--- src/logic/ess_pkg.sv ---
//==============================================================================
// Summary of operation
// count exact 64-byte frames, rx or tx, free of late/excess collision, underrun, carrier.
// tx frame cut by carrier loss at exactly 64 bytes still counts as 64.
// 64 and 512-1023 buckets ignore crc, alignment, code and overrun errors.
// count 65-127 byte frames, rx or tx, free of late/excess collision and carrier errors.
// count qualifying 128-255 byte frames in their own bucket.
// count qualifying 256-511 byte frames in their own bucket.
// count qualifying 512-1023 byte frames in their own bucket.
// count qualifying frames from 1024 up to max receive length in top bucket.
// 65-127, 128-255, 256-511 and top buckets ignore underrun, overrun and rx errors.
// byte counter adds every frame, any address match, any length.
// byte counter adds bytes sent before carrier loss.
// byte counter adds bytes before each collision, again on every retry.
// half duplex rx bytes are added up to the flow control jam, jam excluded.
// byte counter ignores alignment, crc, code, overrun and underrun errors.
// count matching rx frames refused at start for full fifo or no buffer.
// count matching rx frames that lost reception mid-frame for lack of resources.
// count matching rx frames dropped for a zero head descriptor pointer.
// overrun counters ignore crc, alignment and code errors.
// frame counters add one, byte counter adds length, at frame outcome.
`default_nettype none

package ess_pkg;

  //============================================================================
  // widths
  localparam int LEN_W = 16;
  localparam int CNT_W = 32;
  localparam int NUM_BUCKETS = 6;

  //============================================================================
  // bucket indices
  localparam int BKT_64 = 0;
  localparam int BKT_65_127 = 1;
  localparam int BKT_128_255 = 2;
  localparam int BKT_256_511 = 3;
  localparam int BKT_512_1023 = 4;
  localparam int BKT_1024_MAX = 5;

  //============================================================================
  // bucket bounds in bytes
  localparam logic [LEN_W-1:0] LEN_64 = 16'h0040;
  localparam logic [LEN_W-1:0] LEN_65 = 16'h0041;
  localparam logic [LEN_W-1:0] LEN_127 = 16'h007F;
  localparam logic [LEN_W-1:0] LEN_128 = 16'h0080;
  localparam logic [LEN_W-1:0] LEN_255 = 16'h00FF;
  localparam logic [LEN_W-1:0] LEN_256 = 16'h0100;
  localparam logic [LEN_W-1:0] LEN_511 = 16'h01FF;
  localparam logic [LEN_W-1:0] LEN_512 = 16'h0200;
  localparam logic [LEN_W-1:0] LEN_1023 = 16'h03FF;
  localparam logic [LEN_W-1:0] LEN_1024 = 16'h0400;

  //============================================================================
  // reset values and pipeline depth
  localparam logic [CNT_W-1:0] CNT_RESET = 32'h0000_0000;
  localparam int EVENT_TO_COUNT_CYCLES = 2;

  function automatic logic ess_in_range(input logic [LEN_W-1:0] len, input logic [LEN_W-1:0] lo,
                                        input logic [LEN_W-1:0] hi);
    ess_in_range = (len >= lo) && (len <= hi);
  endfunction : ess_in_range

endpackage : ess_pkg

`default_nettype wire

--- src/logic/ess_frame_qualify.sv ---
`timescale 1ns/100ps
`default_nettype none

module ess_frame_qualify (
  // frame outcome
  input wire logic valid_in,
  input wire logic is_tx_in,
  input wire logic [ess_pkg::LEN_W-1:0] len_in,
  input wire logic [ess_pkg::LEN_W-1:0] max_len_in,
  input wire logic late_coll_in,
  input wire logic excess_coll_in,
  input wire logic underrun_in,
  input wire logic carrier_err_in,
  input wire logic coll_retry_in,
  // bucket hits
  output logic [ess_pkg::NUM_BUCKETS-1:0] hit_out
);
  import ess_pkg::*;

  logic base_ok;
  logic carrier_ok;
  logic carrier_ok_64;

  always_comb begin
    // a retry attempt is not a frame outcome, only its bytes count
    base_ok = valid_in && !coll_retry_in && !late_coll_in && !excess_coll_in;
    carrier_ok = !carrier_err_in;
    carrier_ok_64 = !carrier_err_in || is_tx_in;
    hit_out = '0;
    hit_out[BKT_64] = base_ok && !underrun_in && carrier_ok_64 && (len_in == LEN_64);
    hit_out[BKT_65_127] = base_ok && carrier_ok && ess_in_range(len_in, LEN_65, LEN_127);
    hit_out[BKT_128_255] = base_ok && carrier_ok && ess_in_range(len_in, LEN_128, LEN_255);
    hit_out[BKT_256_511] = base_ok && carrier_ok && ess_in_range(len_in, LEN_256, LEN_511);
    hit_out[BKT_512_1023] = base_ok && !underrun_in && carrier_ok
                            && ess_in_range(len_in, LEN_512, LEN_1023);
    hit_out[BKT_1024_MAX] = base_ok && carrier_ok && ess_in_range(len_in, LEN_1024, max_len_in);
  end

endmodule : ess_frame_qualify

`default_nettype wire

--- src/logic/ess_stat_counter.sv ---
`timescale 1ns/100ps
`default_nettype none

module ess_stat_counter #(
  parameter int CNT_W = 32,
  parameter int ADD_W = 16
) (
  // clock and reset
  input wire logic sys_clk_in,
  input wire logic srst_in,
  // increment
  input wire logic add_en_in,
  input wire logic [ADD_W-1:0] add_val_in,
  // count
  output logic [CNT_W-1:0] count_out
);
  import ess_pkg::*;

  logic [CNT_W-1:0] count_r;
  logic [CNT_W-1:0] count_nxt;

  // wraps silently at full scale, software reads deltas
  always_comb begin
    count_nxt = count_r;
    if (srst_in) begin
      count_nxt = CNT_W'(CNT_RESET);
    end else if (add_en_in) begin
      count_nxt = count_r + CNT_W'(add_val_in);
    end
  end

  always_ff @(posedge sys_clk_in) begin
    count_r <= count_nxt;
  end

  assign count_out = count_r;

endmodule : ess_stat_counter

`default_nettype wire

--- src/logic/ess_stats_top.sv ---
`timescale 1ns/100ps
`default_nettype none

module ess_stats_top (
  // clock and reset
  input wire logic sys_clk_in,
  input wire logic srst_in,
  // configuration
  input wire logic [ess_pkg::LEN_W-1:0] max_rx_frame_length_in,
  // frame outcome event from the mac paths
  input wire logic frame_done_in,
  input wire logic frame_is_tx_in,
  input wire logic [ess_pkg::LEN_W-1:0] frame_len_in,
  input wire logic addr_match_in,
  input wire logic late_coll_in,
  input wire logic excess_coll_in,
  input wire logic underrun_in,
  input wire logic carrier_err_in,
  input wire logic coll_retry_in,
  input wire logic sof_overrun_in,
  input wire logic mof_overrun_in,
  input wire logic dma_overrun_in,
  // length histogram
  output logic [ess_pkg::CNT_W-1:0] bucket_exact_64_count_out,
  output logic [ess_pkg::CNT_W-1:0] bucket_65_to_127_count_out,
  output logic [ess_pkg::CNT_W-1:0] bucket_128_to_255_count_out,
  output logic [ess_pkg::CNT_W-1:0] bucket_256_to_511_count_out,
  output logic [ess_pkg::CNT_W-1:0] bucket_512_to_1023_count_out,
  output logic [ess_pkg::CNT_W-1:0] bucket_1024_to_max_count_out,
  // utilization and overruns
  output logic [ess_pkg::CNT_W-1:0] network_byte_count_out,
  output logic [ess_pkg::CNT_W-1:0] rx_start_overrun_count_out,
  output logic [ess_pkg::CNT_W-1:0] rx_middle_overrun_count_out,
  output logic [ess_pkg::CNT_W-1:0] rx_descriptor_overrun_count_out
);
  import ess_pkg::*;

  //============================================================================
  // event capture stage
  // one register stage keeps the wide length compares off the input pins
  logic ev_valid_r, ev_valid_nxt;
  logic ev_tx_r, ev_tx_nxt;
  logic [LEN_W-1:0] ev_len_r, ev_len_nxt;
  logic ev_match_r, ev_match_nxt;
  logic ev_late_r, ev_late_nxt;
  logic ev_excess_r, ev_excess_nxt;
  logic ev_under_r, ev_under_nxt;
  logic ev_carrier_r, ev_carrier_nxt;
  logic ev_retry_r, ev_retry_nxt;
  logic ev_sof_r, ev_sof_nxt;
  logic ev_mof_r, ev_mof_nxt;
  logic ev_dma_r, ev_dma_nxt;
  logic [LEN_W-1:0] max_len_r, max_len_nxt;

  always_comb begin
    ev_valid_nxt = frame_done_in;
    ev_tx_nxt = frame_is_tx_in;
    ev_len_nxt = frame_len_in;
    ev_match_nxt = addr_match_in;
    ev_late_nxt = late_coll_in;
    ev_excess_nxt = excess_coll_in;
    ev_under_nxt = underrun_in;
    ev_carrier_nxt = carrier_err_in;
    ev_retry_nxt = coll_retry_in;
    ev_sof_nxt = sof_overrun_in;
    ev_mof_nxt = mof_overrun_in;
    ev_dma_nxt = dma_overrun_in;
    max_len_nxt = max_rx_frame_length_in;
    if (srst_in) begin
      ev_valid_nxt = 1'b0;
      ev_tx_nxt = 1'b0;
      ev_len_nxt = '0;
      ev_match_nxt = 1'b0;
      ev_late_nxt = 1'b0;
      ev_excess_nxt = 1'b0;
      ev_under_nxt = 1'b0;
      ev_carrier_nxt = 1'b0;
      ev_retry_nxt = 1'b0;
      ev_sof_nxt = 1'b0;
      ev_mof_nxt = 1'b0;
      ev_dma_nxt = 1'b0;
      max_len_nxt = '0;
    end
  end

  always_ff @(posedge sys_clk_in) begin
    ev_valid_r <= ev_valid_nxt;
    ev_tx_r <= ev_tx_nxt;
    ev_len_r <= ev_len_nxt;
    ev_match_r <= ev_match_nxt;
    ev_late_r <= ev_late_nxt;
    ev_excess_r <= ev_excess_nxt;
    ev_under_r <= ev_under_nxt;
    ev_carrier_r <= ev_carrier_nxt;
    ev_retry_r <= ev_retry_nxt;
    ev_sof_r <= ev_sof_nxt;
    ev_mof_r <= ev_mof_nxt;
    ev_dma_r <= ev_dma_nxt;
    max_len_r <= max_len_nxt;
  end

  //============================================================================
  // length histogram
  logic [NUM_BUCKETS-1:0] bucket_hit;
  logic [CNT_W-1:0] bucket_cnt [NUM_BUCKETS];

  ess_frame_qualify u_qualify (
    .valid_in(ev_valid_r),
    .is_tx_in(ev_tx_r),
    .len_in(ev_len_r),
    .max_len_in(max_len_r),
    .late_coll_in(ev_late_r),
    .excess_coll_in(ev_excess_r),
    .underrun_in(ev_under_r),
    .carrier_err_in(ev_carrier_r),
    .coll_retry_in(ev_retry_r),
    .hit_out(bucket_hit)
  );

  for (genvar b = 0; b < NUM_BUCKETS; b++) begin : g_bucket
    ess_stat_counter #(.CNT_W(CNT_W), .ADD_W(1)) u_cnt (
      .sys_clk_in(sys_clk_in),
      .srst_in(srst_in),
      .add_en_in(bucket_hit[b]),
      .add_val_in(1'b1),
      .count_out(bucket_cnt[b])
    );
  end

  assign bucket_exact_64_count_out = bucket_cnt[BKT_64];
  assign bucket_65_to_127_count_out = bucket_cnt[BKT_65_127];
  assign bucket_128_to_255_count_out = bucket_cnt[BKT_128_255];
  assign bucket_256_to_511_count_out = bucket_cnt[BKT_256_511];
  assign bucket_512_to_1023_count_out = bucket_cnt[BKT_512_1023];
  assign bucket_1024_to_max_count_out = bucket_cnt[BKT_1024_MAX];

  //============================================================================
  // network bytes
  // every event adds its wire length: retries, carrier loss and jam-cut rx included,
  // the partner reports rx length up to the jam so the jam itself is never added
  ess_stat_counter #(.CNT_W(CNT_W), .ADD_W(LEN_W)) u_net_bytes (
    .sys_clk_in(sys_clk_in),
    .srst_in(srst_in),
    .add_en_in(ev_valid_r),
    .add_val_in(ev_len_r),
    .count_out(network_byte_count_out)
  );

  //============================================================================
  // receive overruns
  // error flags for crc, alignment and code are not inputs here, so they cannot gate
  logic ovr_qual;
  logic sof_hit;
  logic mof_hit;
  logic dma_hit;

  always_comb begin
    ovr_qual = ev_valid_r && !ev_tx_r && ev_match_r;
    sof_hit = ovr_qual && ev_sof_r;
    mof_hit = ovr_qual && ev_mof_r && !ev_sof_r;
    dma_hit = ovr_qual && ev_dma_r;
  end

  ess_stat_counter #(.CNT_W(CNT_W), .ADD_W(1)) u_sof_cnt (
    .sys_clk_in(sys_clk_in),
    .srst_in(srst_in),
    .add_en_in(sof_hit),
    .add_val_in(1'b1),
    .count_out(rx_start_overrun_count_out)
  );

  ess_stat_counter #(.CNT_W(CNT_W), .ADD_W(1)) u_mof_cnt (
    .sys_clk_in(sys_clk_in),
    .srst_in(srst_in),
    .add_en_in(mof_hit),
    .add_val_in(1'b1),
    .count_out(rx_middle_overrun_count_out)
  );

  ess_stat_counter #(.CNT_W(CNT_W), .ADD_W(1)) u_dma_cnt (
    .sys_clk_in(sys_clk_in),
    .srst_in(srst_in),
    .add_en_in(dma_hit),
    .add_val_in(1'b1),
    .count_out(rx_descriptor_overrun_count_out)
  );
endmodule : ess_stats_top

`default_nettype wire

--- config.mk ---
export PLATFORM = sky130hd
export DESIGN_NAME = ess_stats_top
export DESIGN_NICKNAME = d
export VERILOG_FILES = /design/src/logic/ess_pkg.sv /design/src/logic/ess_frame_qualify.sv /design/src/logic/ess_stat_counter.sv /design/src/logic/ess_stats_top.sv
export SDC_FILE = /design/constraint.sdc
export NUM_CORES = 1
export LEC_CHECK = 0
export ABC_AREA = 1
export BUFFER_PORTS_ARGS = -buffer_cell sky130_fd_sc_hd__buf_2
export CAP_MARGIN = 25
export CORE_MARGIN = 8
export CORE_UTILIZATION = 49
export CTS_BUF_LIST = sky130_fd_sc_hd__clkbuf_4 sky130_fd_sc_hd__clkbuf_8
export DETAILED_ROUTE_END_ITERATION = 12
export GPL_TIMING_DRIVEN = 0
export PLACE_DENSITY = 0.78
export SYNTH_ARGS = -nofsm -noshare
export SYNTH_HDL_FRONTEND = slang
export SYNTH_HIERARCHICAL = 1
export SYNTH_SLANG_ARGS = --single-unit
--- constraint.sdc ---
create_clock -name sys_clk_in -period 7.1 [get_ports sys_clk_in]
set_clock_uncertainty 0.05 [all_clocks]
set_input_delay 1.42 -clock sys_clk_in [delete_from_list [all_inputs] [get_ports sys_clk_in]]
set_output_delay 1.42 -clock sys_clk_in [all_outputs]
set_load 0.02 [all_outputs]
; Yosys cells after proc, flatten, opt, wreduce, memory -nomap -nowiden
; Index checks and enable logic that the tools add are counted.
[totals]
latch_bits = 0
mem_bits_rw = 0
memories = 0
romBits = 0
in_bits = 45
out_inout_bits = 320
wordCells = 76
ff_bits = 363
[op_classes]
muxes = 0
bitwise = 0
eq_ne = 1
order_cmp = 10
reduce_logical = 32
mul = 0
shifts = 0
div = 0
add_sub_neg = 10
[op_table]
columns = operator, n
row1 = adder 32 x 1 -> 32 bit (second input constant), 9
row2 = adder 32 x 16 -> 32 bit, 1
row3 = logical AND 1 bit, 24
row4 = equality test 16 x 7 -> 1 bit (second input constant), 1
row5 = >= comparator 16 x 10 -> 1 bit (second input constant), 1
row6 = >= comparator 16 x 11 -> 1 bit (second input constant), 1
row7 = >= comparator 16 x 7 -> 1 bit (second input constant), 1
row8 = >= comparator 16 x 8 -> 1 bit (second input constant), 1
row9 = >= comparator 16 x 9 -> 1 bit (second input constant), 1
row10 = <= comparator 16 x 10 -> 1 bit (second input constant), 1
row11 = <= comparator 16 bit, 1
row12 = <= comparator 16 x 7 -> 1 bit (second input constant), 1
row13 = <= comparator 16 x 8 -> 1 bit (second input constant), 1
row14 = <= comparator 16 x 9 -> 1 bit (second input constant), 1
row15 = zero test 1 bit, 7
row16 = logical OR 1 bit, 1

; Logic depth before layout (Yosys ltp)
[logic_depth]
word_depth = 7
ltp_mapped = 20
mapped_depth_nobuf = 20

; Hierarchy
; The synthesis kept the hierarchy.
[by_module_without_submodules]
columns = module, n_inst, cells_each, area_per_inst_um2
row1 = ess_stat_counter (g_bucket[0].u_cnt ...), 9, 281, 1781.7
row2 = ess_stat_counter (u_net_bytes), 1, 476, 2736.4
row3 = ess_stats_top, 1, 143, 1275.0
row4 = ess_frame_qualify, 1, 100, 611.8

; Worst setup path before layout
; Ideal clock, no wire load.
[synth_timing]
path_kind = register to register
from = register ev_len_r[9]
to = register g_bucket[5].u_cnt.count_r[28]
setup_ns = 0.115
arrival_time_ns = 2.084
setup_slack_ns = 4.850
path_stages_with_launch = 16
n_path_buf = 0
required_time_ns = 6.935
cell_sequence = dfxtp_1 -> ha_1 -> nand2_1 -> nand2_1 -> nand3_1 -> nand2_1 -> a21oi_1 -> nand2_1 -> a21oi_1 -> nand2_2 -> nor2_4 -> nand3_4 -> nor2_1 -> nand3_1 -> nand2_1 -> nor2_1
[synth_between]
elab_chain_cells = 3
word_cells_on_any_way = 4
classes_between = order compare (2) / reduce/logical (2)
[synth_rtl]
columns = element, line
row1 = "start, declared", ess_stats_top.sv:43  ; logic [LEN_W-1:0] ev_len_r, ev_len_nxt;
row2 = "start signal, assigned", ess_stats_top.sv:89  ; ev_len_r <= ev_len_nxt;
row3 = >= comparator 16 x 11 -> 1 bit / <= comparator 16 bit (equally long branches), ess_pkg.sv:61  ; ess_in_range = (len >= lo) && (len <= hi);
row4 = logical AND 1 bit *, ess_pkg.sv:61
row5 = logical AND 1 bit *, ess_frame_qualify.sv:36  ; hit_out[BKT_1024_MAX] = base_ok && carrier_ok && ess_in_range(len_in, LEN_1024, max_len_in);
row6 = named net bucket_hit[5], ess_stats_top.sv:104  ; logic [NUM_BUCKETS-1:0] bucket_hit;
row7 = "end signal, assigned", ess_stat_counter.sv:33  ; count_r <= count_nxt;
row8 = "end, declared", ess_stat_counter.sv:19  ; logic [CNT_W-1:0] count_r;
; Mark *: on every way through the listed nets, which the timed path passes. The rest lies on a longest branch.
; A chain may end at the register's enable or synchronous reset.

; Worst setup path in the final report
[layout_timing]
from = register ev_len_r[15]
to = register g_bucket[5].u_cnt.count_r[28]
; Same word-level chain as after synthesis.

==> reports/metrics.cfg <==
[run_status]
status = finished clean

[clocking]
clock_path_buffers = 3
cts_made_buffers = 69
holdBufCountCts = 0
htreeDepth = 3
path_clk_slew_ps = 60
clock_latency_ps = 610
cts-root-buf = clkbuf_8
post_cts_resized = 0
postCtsSetupBuffers = 0
clock-sinks = 363
cts_tree = done

[synthesis]
yosysWarnings = 6
ys_top_cells_by_area = dfxtp_1 35%, nand2_1 14%, nor2_1 10%
syn_avg_cell_area_um2 = 6.36
yosysUniqueCellTypes = 42
synth_top_area_frac = 0.352
synth_edf_count = 0
async_flop_share = 0
yosysSeqAreaShare = 0.352
ys.flop_type = dfxtp_1
synth_cells = 3248
syn_area_um2 = 20700
ys_ff_latch = 363
synth_largest_area_cell = dfxtp_1

[global_routing]
grtUsageMet1 = 0.300
grt_overflow_total = 0
grt_pass1_vias = 19700
grt.busiest_layer = met2
grt_max_degree = 31
use_met3 = 0.0693
use_met2 = 0.390
antenna_found_initial = 4
grt_pass1_wl_um = 99400
grt.total_usage = 0.241

[placed_design]
gp_congestion = 0.975
place_ws_ps = 3810
dpl.hpwl_um = 47000
io_buffers = 364

[power]
p_per_area_nw_per_um2 = 181
ir_drop_v = 0.000158
power_leakage_uw = 0.0119

[routing]
dr.pass1.iters = 6
postRouteAntennaNets = 0
drtIter0Drc = 1515
drcViolationCount = 0
vias = 21800
routed_wirelength_um = 61200
routedWlPerCell_um = 14.3
vias_per_cell = 5.07

[timing]
timing.hold.ws_ps = 440
finalCritPeriodShare = 0.430
rsz0062_at_grt = no
hold_viol = 0
relSlewSlack = 0.407
setup_ws_ps = 4040
setup_viol_count_final = 0
fmax_mhz = 327
maxSlewViolCount = 0
tns_ps = 0
period_minus_slack_ps = 3060
worst_slew_pin_slew_ps = 883

[floorplanning]
start_util = 0.495
io_pins = 365
rows = 75
die-area_um2 = 49000
die_x_um = 221
coreArea_um2 = 41800
die_y_um = 221

[finish]
area_growth_syn_to_layout_pct = 19.4
drive_gt1_frac = 0.172
diodes = 0
nets = 3806

[min_path]
worstHoldStart = g_bucket[5].u_cnt/count_out[13]
hold_path.class = flip-flop to flip-flop

[worst_setup_path]
worst_ep_required_time_ps = 7540
crit_path_start = ev_len_r[15]
rr_startpoint = ev_len_r[15]
crit_path_cell_trace = ha_1 > nand2_1 > nor3_1 > nand3_1 > a21oi_1 > nand2_2 > nor2_4 > nand3_4 > nor2_1 > nand3_1 > nand2_1 > nor2_1
crit_buf_inv = 0
critical-path-top-delay-family = simple AND/OR/NAND/NOR gates
start_kind = flip-flop
crit_arrival_ps = 3500
endpoint_kind = flip-flop
critPathMaxStageDelay_ps = 680
cp_max_fo = 7
critPathSlowestCell = a21oi_1
regToRegSetupSlack_ps = 4040
setup.worst_path.class = flip-flop to flip-flop

[job]
maxCapViolCount = 0

==> metal layers <==
metal / part of all wire / wire length (um)
met1: 0.43 / 26500
met2: 0.45 / 27300
met3: 0.091 / 5560
met5: 0.00070 / 43
met4: 0.029 / 1760
==> report_power, final <==
| part | total [uW] | switching (uW) | internal [uW] |
|---|---|---|---|
| registers | 2080 | 18.1 | 2060 |
| clock network | 2140 | 891 | 1250 |
| logic | 248 | 164 | 83.6 |
| total | 4460 | 1070 | 3390 |
==> worst min-delay path, cell delays in order (launching register included) <==
cell	delay (ps)
dfxtp_1	340
inv_1	60
a21oi_1	50
==> layout by cell type (no fill, tap or decap), drive strengths merged <==
cell type | netlist | routed
nand4 | 112 | 112
o21a | 9 | 9
inv | 538 | 538
dfxtp | 363 | 363
a21oi | 212 | 212
clkinv | 10 | 12
nor2 | 652 | 652
and3 | 9 | 9
nand3 | 275 | 275
buf | 10 | 375
clkbuf | 30 | 147
o21ai | 85 | 85
conb | 1 | 18
xor2 | 13 | 13
nor4 | 5 | 5
nor3 | 36 | 36
nor3b | 9 | 9
fa | 1 | 1
a21o | 1 | 1
xnor2 | 2 | 2
and2 | 3 | 3
o211ai | 3 | 3
or2 | 4 | 4
ha | 59 | 59
a31oi | 9 | 9
nand2 | 795 | 795
nand3b | 2 | 2
==> cell usage after synthesis (3+ instances only) <==
| cell type | n |
|---|---|
| nand2_1 | 775 |
| nor2_1 | 562 |
| inv_1 | 527 |
| dfxtp_1 | 363 |
| nand3_1 | 260 |
| a21oi_1 | 212 |
| nand4_1 | 112 |
| o21ai_0 | 74 |
| ha_1 | 59 |
| nor2_2 | 51 |
| nor2_4 | 39 |
| clkbuf_1 | 30 |
| nor3_1 | 27 |
| nand2_2 | 20 |
| xor2_1 | 13 |
| inv_2 | 11 |
| o21ai_1 | 11 |
| clkinv_1 | 10 |
| a31oi_1 | 9 |
| and3_1 | 9 |
| nand3_4 | 9 |
| nor3_2 | 9 |
| nor3b_1 | 9 |
| o21a_1 | 9 |
| nand3_2 | 6 |
| buf_6 | 5 |
| and2_1 | 3 |
| buf_2 | 3 |
| o211ai_1 | 3 |
==> state kept, by name, summed over array words and instances (netlist names) <==
register                  cells
ev_len_r                     16
u_net_bytes/count_out        32
ev_sof_r                      1
max_len_r                    16
ev_carrier_r                  1
ev_dma_r                      1
g_bucket.u_cnt/count_out    192
ev_valid_r                    1
ev_match_r                    1
u_dma_cnt/count_out          32
ev_retry_r                    1
u_sof_cnt/count_out          32
ev_tx_r                       1
ev_late_r                     1
ev_under_r                    1
ev_mof_r                      1
u_mof_cnt/count_out          32
ev_excess_r                   1
==> area by class of cell <==
| cell class | instances | area, um2 |
|---|---|---|
| fillers | 4083 | 17100 |
| multi-input cells | 2314 | 11200 |
| flip-flops and latches | 363 | 7270 |
| inverters | 548 | 2060 |
| repair buffers | 365 | 1840 |
| clock buffers | 117 | 1420 |
| well taps | 539 | 674 |
| plain buffers | 40 | 195 |
| clock inverters | 2 | 10.0 |
==> cells by family (layout without fill, tap and decap cells) <==
family / count (synthesis) / count (layout) / share of synthesized area
xor gates and xnor gates: 15 / 15 / 0.00636
AOI/OAI and AO/OA: 319 / 319 / 0.0794
DFF: 363 / 363 / 0.352
adders and majority gates: 60 / 60 / 0.0367
and+or+nand+nor: 1902 / 1902 / 0.417
buffers and inverters: 588 / 1072 / 0.109
other: 1 / 18 / 0.000182
==> final timing paths <==
check / cells after the start / to
max: 12 / g_bucket[5].u_cnt/count_out[28]
min: 2 / g_bucket[5].u_cnt/count_out[13]
max reg2reg: 12 / g_bucket[5].u_cnt/count_out[28]
min reg2reg: 2 / g_bucket[5].u_cnt/count_out[13]
==> metrics by stage <==
stage               total power [uW]  std cells  utilization  instance area (um2)
floorplan                       2280       3265            -                20700
global placement                2360       4168        0.556                23200
detailed placement              2370       4169        0.556                23200
CTS                             4520       4288        0.591                24700
global route                    4650       4288        0.591                24700
finish                          4460       4288        0.591                24700
Note: power is estimated with default switching activity, not from simulation.
